File: config.mk
export PLATFORM = sky130hd
export DESIGN_NAME = masked_cam
export DESIGN_NICKNAME = d
export VERILOG_FILES = /design/src/include/cam_pkg.sv /design/src/hdl/cam_entry.sv /design/src/hdl/masked_cam.sv
export SDC_FILE = /design/constraint.sdc
export NUM_CORES = 2
export LEC_CHECK = 0
export ABC_CLOCK_PERIOD_IN_PS = 2700
export BUFFER_PORTS_ARGS = -buffer_cell sky130_fd_sc_hd__buf_4
export CAP_MARGIN = 15
export CORE_ASPECT_RATIO = 1.4
export CORE_MARGIN = 2
export CORE_UTILIZATION = 50
export DETAILED_ROUTE_END_ITERATION = 7
export GPL_TIMING_DRIVEN = 0
export PLACE_DENSITY = 0.73
export SYNTH_ARGS = -nofsm -noshare
export SYNTH_HDL_FRONTEND = slang
export SYNTH_SLANG_ARGS = --single-unit
File: constraint.sdc
create_clock -name I_CLK -period 2.7 [get_ports I_CLK]
set_input_delay 0.405 -clock I_CLK [delete_from_list [all_inputs] [get_ports I_CLK]]
set_output_delay 0.405 -clock I_CLK [all_outputs]
set_load 0.05 [all_outputs]
File: src/include/cam_pkg.sv
/*
 * Shared constants and carrier types of the masked content-addressable memory.
 * Assumes a single clock domain and a synchronous, active-low reset in every user.
 */
// Notes on behaviour
// - Store 32 entries of 32 bits; compare one key against all of them.
// - Writes may mark single stored bits as don't-care besides zero and one.
// - Don't-care bits are ignored when comparing; they never decide a match.
// - Encoded configuration returns the binary index of the matching entry.
// - Unencoded configuration drives one high line per matching entry on 16 lines.
// - The 32 match lines leave over 16 lines in two consecutive cycles.
// - Unencoded results show every matching entry, entries 0-15 one cycle before entries 16-31.
// - Contents preload from constants at reset and are writable in operation.
// - A plain write takes two cycles; the writer holds request and data throughout.
// - A write carrying don't-care bits takes three cycles, request held throughout.
`default_nettype none

package cam_pkg;

    // ****************************************************************
    // Geometry
    // ****************************************************************
    localparam int unsigned ENTRIES   = 32;
    localparam int unsigned WIDTH     = 32;
    localparam int unsigned HALF      = 16;
    localparam int unsigned ADDR_W    = 5;

    // ****************************************************************
    // Write timing, in clock cycles
    // ****************************************************************
    localparam logic [1:0]  WR_CYCLES_PLAIN  = 2'h2;
    localparam logic [1:0]  WR_CYCLES_MASKED = 2'h3;

    // ****************************************************************
    // Values after reset
    // ****************************************************************
    localparam logic [WIDTH-1:0]  RESET_WORD = 32'h0000_0000;
    localparam logic [WIDTH-1:0]  RESET_DC   = 32'hFFFF_FFFF;

    // ****************************************************************
    // Carriers
    // ****************************************************************
    typedef struct packed {
        logic              en;
        logic [ADDR_W-1:0] addr;
        logic [WIDTH-1:0]  data;
        logic              masked;
        logic [WIDTH-1:0]  dont_care;
    } wr_req_t;

    typedef struct packed {
        logic              en;
        logic [WIDTH-1:0]  key;
    } search_req_t;

endpackage

`default_nettype wire

File: src/hdl/cam_entry.sv
/*
 * One stored word of the masked content-addressable memory with its comparator.
 * Assumes the parent commits a write with a single-cycle strobe and supplies preload values.
 */
`default_nettype none

module cam_entry #(
    parameter logic [31:0] INIT_WORD = 32'h0000_0000,
    parameter logic [31:0] INIT_DC   = 32'hFFFF_FFFF
) (
    input  wire logic        i_clk,
    input  wire logic        i_rst_n,
    input  wire logic        i_commit,
    input  wire logic [31:0] i_word,
    input  wire logic [31:0] i_dont_care,
    input  wire logic [31:0] i_key,
    output logic             o_match
);

    logic [31:0] word_q;
    logic [31:0] dc_q;

    // ****************************************************************
    // Storage
    // ****************************************************************
    always_ff @(posedge i_clk) begin
        if (!i_rst_n) begin
            word_q <= INIT_WORD;
            dc_q   <= INIT_DC;
        end else if (i_commit) begin
            word_q <= i_word;
            dc_q   <= i_dont_care;
        end
    end

    // ****************************************************************
    // Compare
    // ****************************************************************
    assign o_match = &((~(word_q ^ i_key)) | dc_q);

endmodule

`default_nettype wire

File: src/hdl/masked_cam.sv
/*
 * Masked content-addressable memory, 32 words of 32 bits, with encoded or
 * unencoded search results and multi-cycle writes.
 * Assumes user logic drives requests synchronous to I_CLK, holds a write for its
 * full length, and in encoded configuration never stores duplicate entries.
 */
`default_nettype none

module masked_cam #(
    parameter logic [cam_pkg::ENTRIES*cam_pkg::WIDTH-1:0] INIT_WORDS = '0,
    parameter logic [cam_pkg::ENTRIES*cam_pkg::WIDTH-1:0] INIT_DCS   = '1
) (
    input  wire logic                          I_CLK,
    input  wire logic                          I_RST_N,
    input  wire logic                          I_ENCODED,
    input  wire cam_pkg::wr_req_t              I_WR,
    input  wire cam_pkg::search_req_t          I_SEARCH,
    output logic                               O_WR_DONE,
    output logic                               O_SEARCH_READY,
    output logic                               O_RESULT_VALID,
    output logic                               O_MATCH_FOUND,
    output logic [cam_pkg::ADDR_W-1:0]         O_MATCH_ADDR,
    output logic [cam_pkg::HALF-1:0]           O_HIT_LINES,
    output logic                               O_HIT_UPPER
);

    typedef enum logic {
        SRCH_IDLE,
        SRCH_UPPER
    } srch_state_t;

    srch_state_t                 srch_q;
    srch_state_t                 srch_d;
    logic [1:0]                  wr_cnt_q;
    logic [1:0]                  wr_need;
    logic                        wr_commit;
    logic                        wr_steady;
    logic [cam_pkg::ADDR_W-1:0]  wr_addr_q;
    logic                        wr_masked_q;
    logic [cam_pkg::ENTRIES-1:0] match_vec;
    logic [cam_pkg::ENTRIES-1:0] commit_vec;
    logic [cam_pkg::HALF-1:0]    upper_q;
    logic                        search_take;
    logic                        any_match;
    logic [cam_pkg::ADDR_W-1:0]  first_idx;

    // ****************************************************************
    // Entry array
    // ****************************************************************
    genvar g;
    generate
        for (g = 0; g < cam_pkg::ENTRIES; g++) begin : g_entry
            cam_entry #(
                .INIT_WORD (INIT_WORDS[g*cam_pkg::WIDTH +: cam_pkg::WIDTH]),
                .INIT_DC   (INIT_DCS[g*cam_pkg::WIDTH +: cam_pkg::WIDTH])
            ) u_entry (
                .i_clk       (I_CLK),
                .i_rst_n     (I_RST_N),
                .i_commit    (commit_vec[g]),
                .i_word      (I_WR.data),
                .i_dont_care (I_WR.masked ? I_WR.dont_care : '0),
                .i_key       (I_SEARCH.key),
                .o_match     (match_vec[g])
            );
        end
    endgenerate

    // ****************************************************************
    // Write sequencing
    // ****************************************************************
    assign wr_need   = I_WR.masked ? cam_pkg::WR_CYCLES_MASKED
                                   : cam_pkg::WR_CYCLES_PLAIN;
    // A write whose address or mode moves mid-way restarts with the new request
    assign wr_steady = (wr_cnt_q == 2'h0)
                       || ((I_WR.addr == wr_addr_q) && (I_WR.masked == wr_masked_q));
    assign wr_commit = I_WR.en && wr_steady && (wr_cnt_q == wr_need - 2'h1);

    always_comb begin
        commit_vec = '0;
        if (wr_commit) begin
            commit_vec[I_WR.addr] = 1'b1;
        end
    end

    // Dropping the request before its last cycle abandons the write
    always_ff @(posedge I_CLK) begin
        if (!I_RST_N) begin
            wr_cnt_q <= 2'h0;
        end else if (!I_WR.en || wr_commit) begin
            wr_cnt_q <= 2'h0;
        end else if (!wr_steady) begin
            wr_cnt_q <= 2'h1;
        end else begin
            wr_cnt_q <= wr_cnt_q + 2'h1;
        end
    end

    // Address and mode of the write being counted
    always_ff @(posedge I_CLK) begin
        if (!I_RST_N) begin
            wr_addr_q   <= '0;
            wr_masked_q <= 1'b0;
        end else if (I_WR.en && !wr_commit) begin
            wr_addr_q   <= I_WR.addr;
            wr_masked_q <= I_WR.masked;
        end
    end

    always_ff @(posedge I_CLK) begin
        if (!I_RST_N) begin
            O_WR_DONE <= 1'b0;
        end else begin
            O_WR_DONE <= wr_commit;
        end
    end

    // ****************************************************************
    // Priority encoder, lowest index wins
    // ****************************************************************
    always_comb begin
        first_idx = '0;
        any_match = 1'b0;
        for (int i = cam_pkg::ENTRIES - 1; i >= 0; i--) begin
            if (match_vec[i]) begin
                first_idx = i[cam_pkg::ADDR_W-1:0];
                any_match = 1'b1;
            end
        end
    end

    // ****************************************************************
    // Search sequencing
    // ****************************************************************
    assign search_take = I_SEARCH.en && (srch_q == SRCH_IDLE);

    always_comb begin
        case (srch_q)
            SRCH_IDLE: begin
                srch_d = (search_take && !I_ENCODED) ? SRCH_UPPER : SRCH_IDLE;
            end
            SRCH_UPPER: begin
                srch_d = SRCH_IDLE;
            end
            default: begin
                srch_d = SRCH_IDLE;
            end
        endcase
    end

    always_ff @(posedge I_CLK) begin
        if (!I_RST_N) begin
            srch_q <= SRCH_IDLE;
        end else begin
            srch_q <= srch_d;
        end
    end

    // Ready is low for the cycle that carries the lower half
    always_ff @(posedge I_CLK) begin
        if (!I_RST_N) begin
            O_SEARCH_READY <= 1'b1;
        end else begin
            O_SEARCH_READY <= (srch_d == SRCH_IDLE);
        end
    end

    always_ff @(posedge I_CLK) begin
        if (!I_RST_N) begin
            upper_q <= '0;
        end else if (search_take) begin
            upper_q <= match_vec[cam_pkg::ENTRIES-1:cam_pkg::HALF];
        end
    end

    // ****************************************************************
    // Result outputs
    // ****************************************************************
    always_ff @(posedge I_CLK) begin
        if (!I_RST_N) begin
            O_RESULT_VALID <= 1'b0;
        end else begin
            O_RESULT_VALID <= search_take || (srch_q == SRCH_UPPER);
        end
    end

    always_ff @(posedge I_CLK) begin
        if (!I_RST_N) begin
            O_HIT_LINES <= '0;
        end else if (srch_q == SRCH_UPPER) begin
            O_HIT_LINES <= upper_q;
        end else if (search_take && !I_ENCODED) begin
            O_HIT_LINES <= match_vec[cam_pkg::HALF-1:0];
        end else begin
            O_HIT_LINES <= '0;
        end
    end

    always_ff @(posedge I_CLK) begin
        if (!I_RST_N) begin
            O_HIT_UPPER <= 1'b0;
        end else begin
            O_HIT_UPPER <= (srch_q == SRCH_UPPER);
        end
    end

    // Encoded result; meaningful only without duplicate entries
    always_ff @(posedge I_CLK) begin
        if (!I_RST_N) begin
            O_MATCH_FOUND <= 1'b0;
        end else if (search_take && I_ENCODED) begin
            O_MATCH_FOUND <= any_match;
        end else if (search_take || srch_q == SRCH_UPPER) begin
            O_MATCH_FOUND <= 1'b0;
        end
    end

    always_ff @(posedge I_CLK) begin
        if (!I_RST_N) begin
            O_MATCH_ADDR <= '0;
        end else if (search_take && I_ENCODED) begin
            O_MATCH_ADDR <= first_idx;
        end else if (search_take || srch_q == SRCH_UPPER) begin
            O_MATCH_ADDR <= '0;
        end
    end

endmodule

`default_nettype wire

# Yosys cells after proc, flatten, opt, wreduce, memory -nomap -nowiden
# Index checks and enable logic that the tools add are counted.
# Widths: inputs -> output; s select.
[word_totals] ff_bits=2099 in_bits=107 word_cells=312
[op_classes] bitwise_logic=100 reduce_logical=50 n_lt_le_gt_ge=2 addsub=2 eq_ne=3 mux=78
[ops] op="$not 32->32" count=32
[ops] op="$or 32x32->32" count=32
[ops] op="$reduce_and 32->1" count=32
[ops] op="$xor 32x32->32" count=32
[ops] op="$mux 5" count=34
[ops] op="$mux 32" count=2
[ops] op="$mux 1" count=38
[ops] op="$mux 16" count=2
[ops] op="$logic_and 1x1->1" count=8
[ops] op="$lt 5x6->1 const B" count=1
[ops] op="$demux 1 s5" count=1
[ops] op="$eq 5x5->1" count=1
[ops] op="$ge 5x1->1 const B" count=1
[ops] op="$not 1->1" count=4
[ops] op="$logic_not 1->1" count=3
[ops] op="$logic_or 1x1->1" count=3
[ops] op="$reduce_or 3->1" count=1
[ops] op="$add 2x1->2 const B" count=1
[ops] op="$eq 2x2->1" count=1
[ops] op="$logic_not 2->1" count=1
[ops] op="$pmux 1 s2" count=1
[ops] op="$reduce_bool 2->1" count=1
[ops] op="$reduce_or 2->1" count=1
[ops] op="$sub 2x1->2 const B" count=1
[ops] op="$eq 1x1->1" count=1

# Logic depth before layout (Yosys ltp)
[depth] depth_word=37 ltp_mapped=12 ltp_nobuf=9

# By module
# From an unflattened synthesis, not the netlist that was laid out.
[hier_totals] cells_unflattened=8637 area_unflattened_um2=90207.8
[modules_own_cells] mod="cam_entry" area_per_inst_um2=2735.1 cells_each=259 instances=32 seq_area_each_um2=1281.2
[modules_own_cells] mod="masked_cam" area_per_inst_um2=2683.8 cells_each=349 instances=1 seq_area_each_um2=1021.0

# Worst setup path before layout
# No wires, ideal clock.
[synth_path] kind="in2reg" startpoint="input port I_WR[65] (netlist name)" endpoint="register g_entry[10].u_entry.dc_q[13]" slack_ns=0.260 stages=12 setup_ns=0.141 required_ns=2.559 arrival_ns=2.298 cell_sequence="buf_4 xor2_1 nor4_1 a31oi_1 nor2_2 nand2_1 nor2_4 nand2_1 clkbuf_1 clkbuf_1 nand2_1 o211ai_1"
[synth_via] elab_chain_cells=6 elab_cells_between_ends=11 classes_between="order compare (2); eq/ne (1); mux (3); reduce/logical (5)"
[synth_rtl] item="start: declaration" line="masked_cam.sv:16" text="input wire cam_pkg::wr_req_t I_WR,"
[synth_rtl] item="parallel branches: the longest is 5 deep, another holds $lt 5x6->1"
[synth_rtl] item="$mux 32 *" line="masked_cam.sv:80" text="if (wr_commit) begin"
[synth_rtl] item="end signal: assignment" line="cam_entry.sv:32" text="dc_q <= i_dont_care;"
[synth_rtl] item="end: declaration" line="cam_entry.sv:21" text="logic [31:0] dc_q;"
# Every way passes the cells marked *.
# A chain may end at the register's enable or synchronous reset.

# Worst setup path in the final report
[layout_path] startpoint="input port I_WR[32] (netlist name)" endpoint="register g_entry[17].u_entry.dc_q[20]"
[layout_via] elab_chain_cells=6 elab_cells_between_ends=10 classes_between="add/sub (1); eq/ne (2); mux (3); reduce/logical (4)"
[layout_rtl] item="parallel branches: the longest is 6 deep, another holds $sub 2x1->2"
[layout_rtl] item="end signal: assignment" line="cam_entry.sv:32"
[layout_rtl] item="end: declaration" line="cam_entry.sv:21"
# Several ways; the timed one is not identified.

==> results.tsv <==
metric	value	unit
met3 usage	21.0	%
Worst path max stage delay	0.87	ns
Worst-Margin Slew	1.48	ns
final core utilization	58.0	%
most frequent cells after synthesis	nand2_1 (3199), dfxtp_1 (2099), xnor2_1 (1026)	
Switching Share	27.1	%
Distinct cells, synth	51	
clock sink count	2099	
Reg area	42000	µm²
Synth Warn #	0	
post-synthesis compound-gate area fraction	21.5	%
vias in the first global route	79740	
cts bufs inserted	196	
ys async rst share	0	%
clk slew on worst S/H paths	0.07	ns
final setup margin	-0.214	ns
Area growth, synth to finish	15.5	%
die height	501	µm
IO buf count	96	
largest net degree at the start of global routing	17	
Setup-failing EPs final	154	
clk buf depth	3	
Top Family by Delay on Critical Path	buffers and inverters	
failing checks	DRC, setup timing	
gpl congestion	1.08	
number of DRC markers in iteration 0	14018	
Crit-path slowest cell	nand2_1	
combinational share of power	9.5	%
Buf/Inv on CP	3	
Post-Syn Nets	10349	
P per Cell Area	666	nW/µm²
sequential share of the synthesized area	47.6	%
htree depth	4	
largest family of logic cells by synthesized area	compound AO/OA/AOI/OAI gates	
type of the worst min-delay path	input pin to flop	
simple-gate portion of the synthesized area	15.7	%
1st-pass router iterations	8	
Arr. time, crit path	3.72	ns
worst vdd ir	0.756	mV
clock power share	44.7	%
CTS tree	yes	
GRT Total Usage	50.1	%
clock skew	0.0553	ns
gr ovfl total	0	
met1 usage	56.2	%
worst-skew pair later-pin latency	0.93	ns
EDFF count, synth	0	
Worst Path Required	3.51	ns
status	finished with violations	
routed vias/inst	6.61	
top_reg_cell synth	dfxtp_1	
Final ANT Viol Nets	0	
Leak	0.0393	µW
layout filler cell count	15738	
Peak Freq	0.343	GHz
final number of max-transition violations	0	
Hold Vio Cnt, Final	0	
placed cell areas	93000	µm²
switching power total	18400	µW
initial antenna violation count	60	
Area contributors post-synth	dfxtp_1 (48%), nand2_1 (14%), xnor2_1 (10%)	
Core Area	176000	µm²
first-pass GRT wire length	624000	µm
# IOs	133	
DIE WIDTH	359	µm
Max Cap Violations	0	
Cell Chain, Critical Path	buf_2, buf_1, nand2_1, clkbuf_2, o211ai_1	
initial core utilization	50.3	%
met2 Use GR	68.6	%
final instance area	102000	µm²
critical path class	input pin to flop	
Reg power frac	45.8	%
mux cell area share after synthesis	0.0680	%
NumNets Final	10806	
Internal	49500	µW
Min Clock Period, post-route	2.91	ns
count leader, synth	nand2_1	
Rows	182	
share of the synthesized area in the top cell type	47.6	%
slew margin rel.	1.11	%
per-cell routed wire length	35.5	µm
Synth Area in Adders	0.0142	%
cell taking the most area after synthesis	dfxtp_1	
via count	87360	
final wirelength	469000	µm
GRT busiest layer	met2	
hold slack	0.175	ns
Gate Count Post-Synth	10241	
Seq cells post-synth	2099	
Final Power	67800	µW
share of layout cells above drive strength 1	10.5	%
syn_area_per_cell	8.62	µm²
Crit. End Element	flop	
Crit Path Max Fanout	10	
DP Wirelength	313000	µm
Mapped Area	88300	µm²
Die Area	180000	µm²
Post-route DRC	14	
startpoint types	input pin	
RSZ-0062 raised after global routing	true	
area of the multi-input gates	42100	µm²
fin crit share	108	%
Clk Tree Root Cell	clkbuf_16	
Post-Synth XOR/XNOR Area	10.2	%
tightest hold or removal path, cell delays in order:
cell and delay [ns]:
buf_4 0.13, nand2_1 0.33, o211ai_1 0.15
path summary, 6_finish.rpt:
check	start	to	slack, ns	cells after the start
worst max-delay path	I_WR[32]	g_entry[17].u_entry.dc_q[20]	-0.21	5
worst min-delay path	I_WR[31]	g_entry[23].u_entry.dc_q[31]	0.17	3
worst max register to register	wr_masked_q	g_entry[28].u_entry.word_q[11]	-0.05	10
worst min register to register	g_entry[4].u_entry.word_q[18]	g_entry[4].u_entry.word_q[18]	0.47	2
metal layers:
metal	vias up	routed length [µm]
met5	-	617
met4	24	59700
met3	2747	71500
met2	7809	184000
met1	41064	153000
li1	35716	-
stage by stage:
step | instances | TNS [ns] | setup WS, ns
6_report | 13209 | -10.92 | -0.214
2_1_floorplan | 10241 | 0 | 0.260
3_3_place_gp | 12637 | -2068.33 | -2.04
5_1_grt | 13163 | -1.12 | -0.0681
4_1_cts | 13141 | -0.0215 | -0.0215
3_5_place_dp | 12702 | -1538.11 | -2.03
sequential cells by signal, indices dropped and copies added, names as in the netlist:
signal,cells
wr_masked_q,1
O_WR_DONE,1
O_HIT_LINES,16
g_entry.u_entry.dc_q,1024
O_MATCH_ADDR,5
srch_q,1
upper_q,16
g_entry.u_entry.word_q,1024
O_RESULT_VALID,1
wr_cnt_q,2
O_HIT_UPPER,1
O_MATCH_FOUND,1
O_SEARCH_READY,1
wr_addr_q,5
cells by family (layout without fill, tap and decap cells):
group	count (synthesis)	in the layout
xor gates and xnor gates	1030	1030
muxes	6	6
DFF	2099	2099
AOI/OAI and AO/OA	2618	2618
and+or+nand+nor	3482	3482
buffers and inverters	1005	1624
other	0	49
adders and majority gates	1	1
power groups by stage:
stage	logic (µW)	clock network, µW	registers (µW)
2_1_floorplan	2210	0	31800
3_3_place_gp	5430	0	31800
3_5_place_dp	5620	0	31800
4_1_cts	5750	29800	31100
5_1_grt	6030	31100	31100
6_report	6420	30300	31100
layout by cell type (no fill, tap or decap), drive strengths merged, types with 22 or more instances in the layout:
| cell | netlist | layout |
|---|---|---|
| xnor2 | 1026 | 1026 |
| nor4 | 131 | 131 |
| o211ai | 1025 | 1025 |
| clkinv | 0 | 40 |
| dfxtp | 2099 | 2099 |
| buf | 371 | 565 |
| clkbuf | 630 | 943 |
| nand4 | 39 | 39 |
| bufinv | 0 | 22 |
| a21boi | 1027 | 1027 |
| o21ai | 36 | 36 |
| diode | 0 | 49 |
| nand2 | 3199 | 3199 |
| dlygate4sd3 | 0 | 36 |
| nor2 | 35 | 35 |
| o22ai | 512 | 512 |
| and2 | 30 | 30 |
cell type report:
cell class                      instances  area share (%)
Clock inverter                         76            1.03
Clock buffer                          284            5.69
Timing Repair Buffer                  262            2.69
Multi-Input combinational cell       7137            41.4
Buffer                                998            5.04
Sequential cell                      2099            41.2
Inverter                                4          0.0147
Tap cell                             2300            2.82
Antenna cell                           49           0.120
what timing repair did:
item	CTS	global route
hold buffers	36	0
gates resized for setup	157	298
gates cloned	0	4
setup endpoints to repair	2017	1281
buffers inserted	43	15
endpoints found under the hold margin	71	0
pin swaps	28	44
Note: power is estimated with default switching activity, not from simulation.
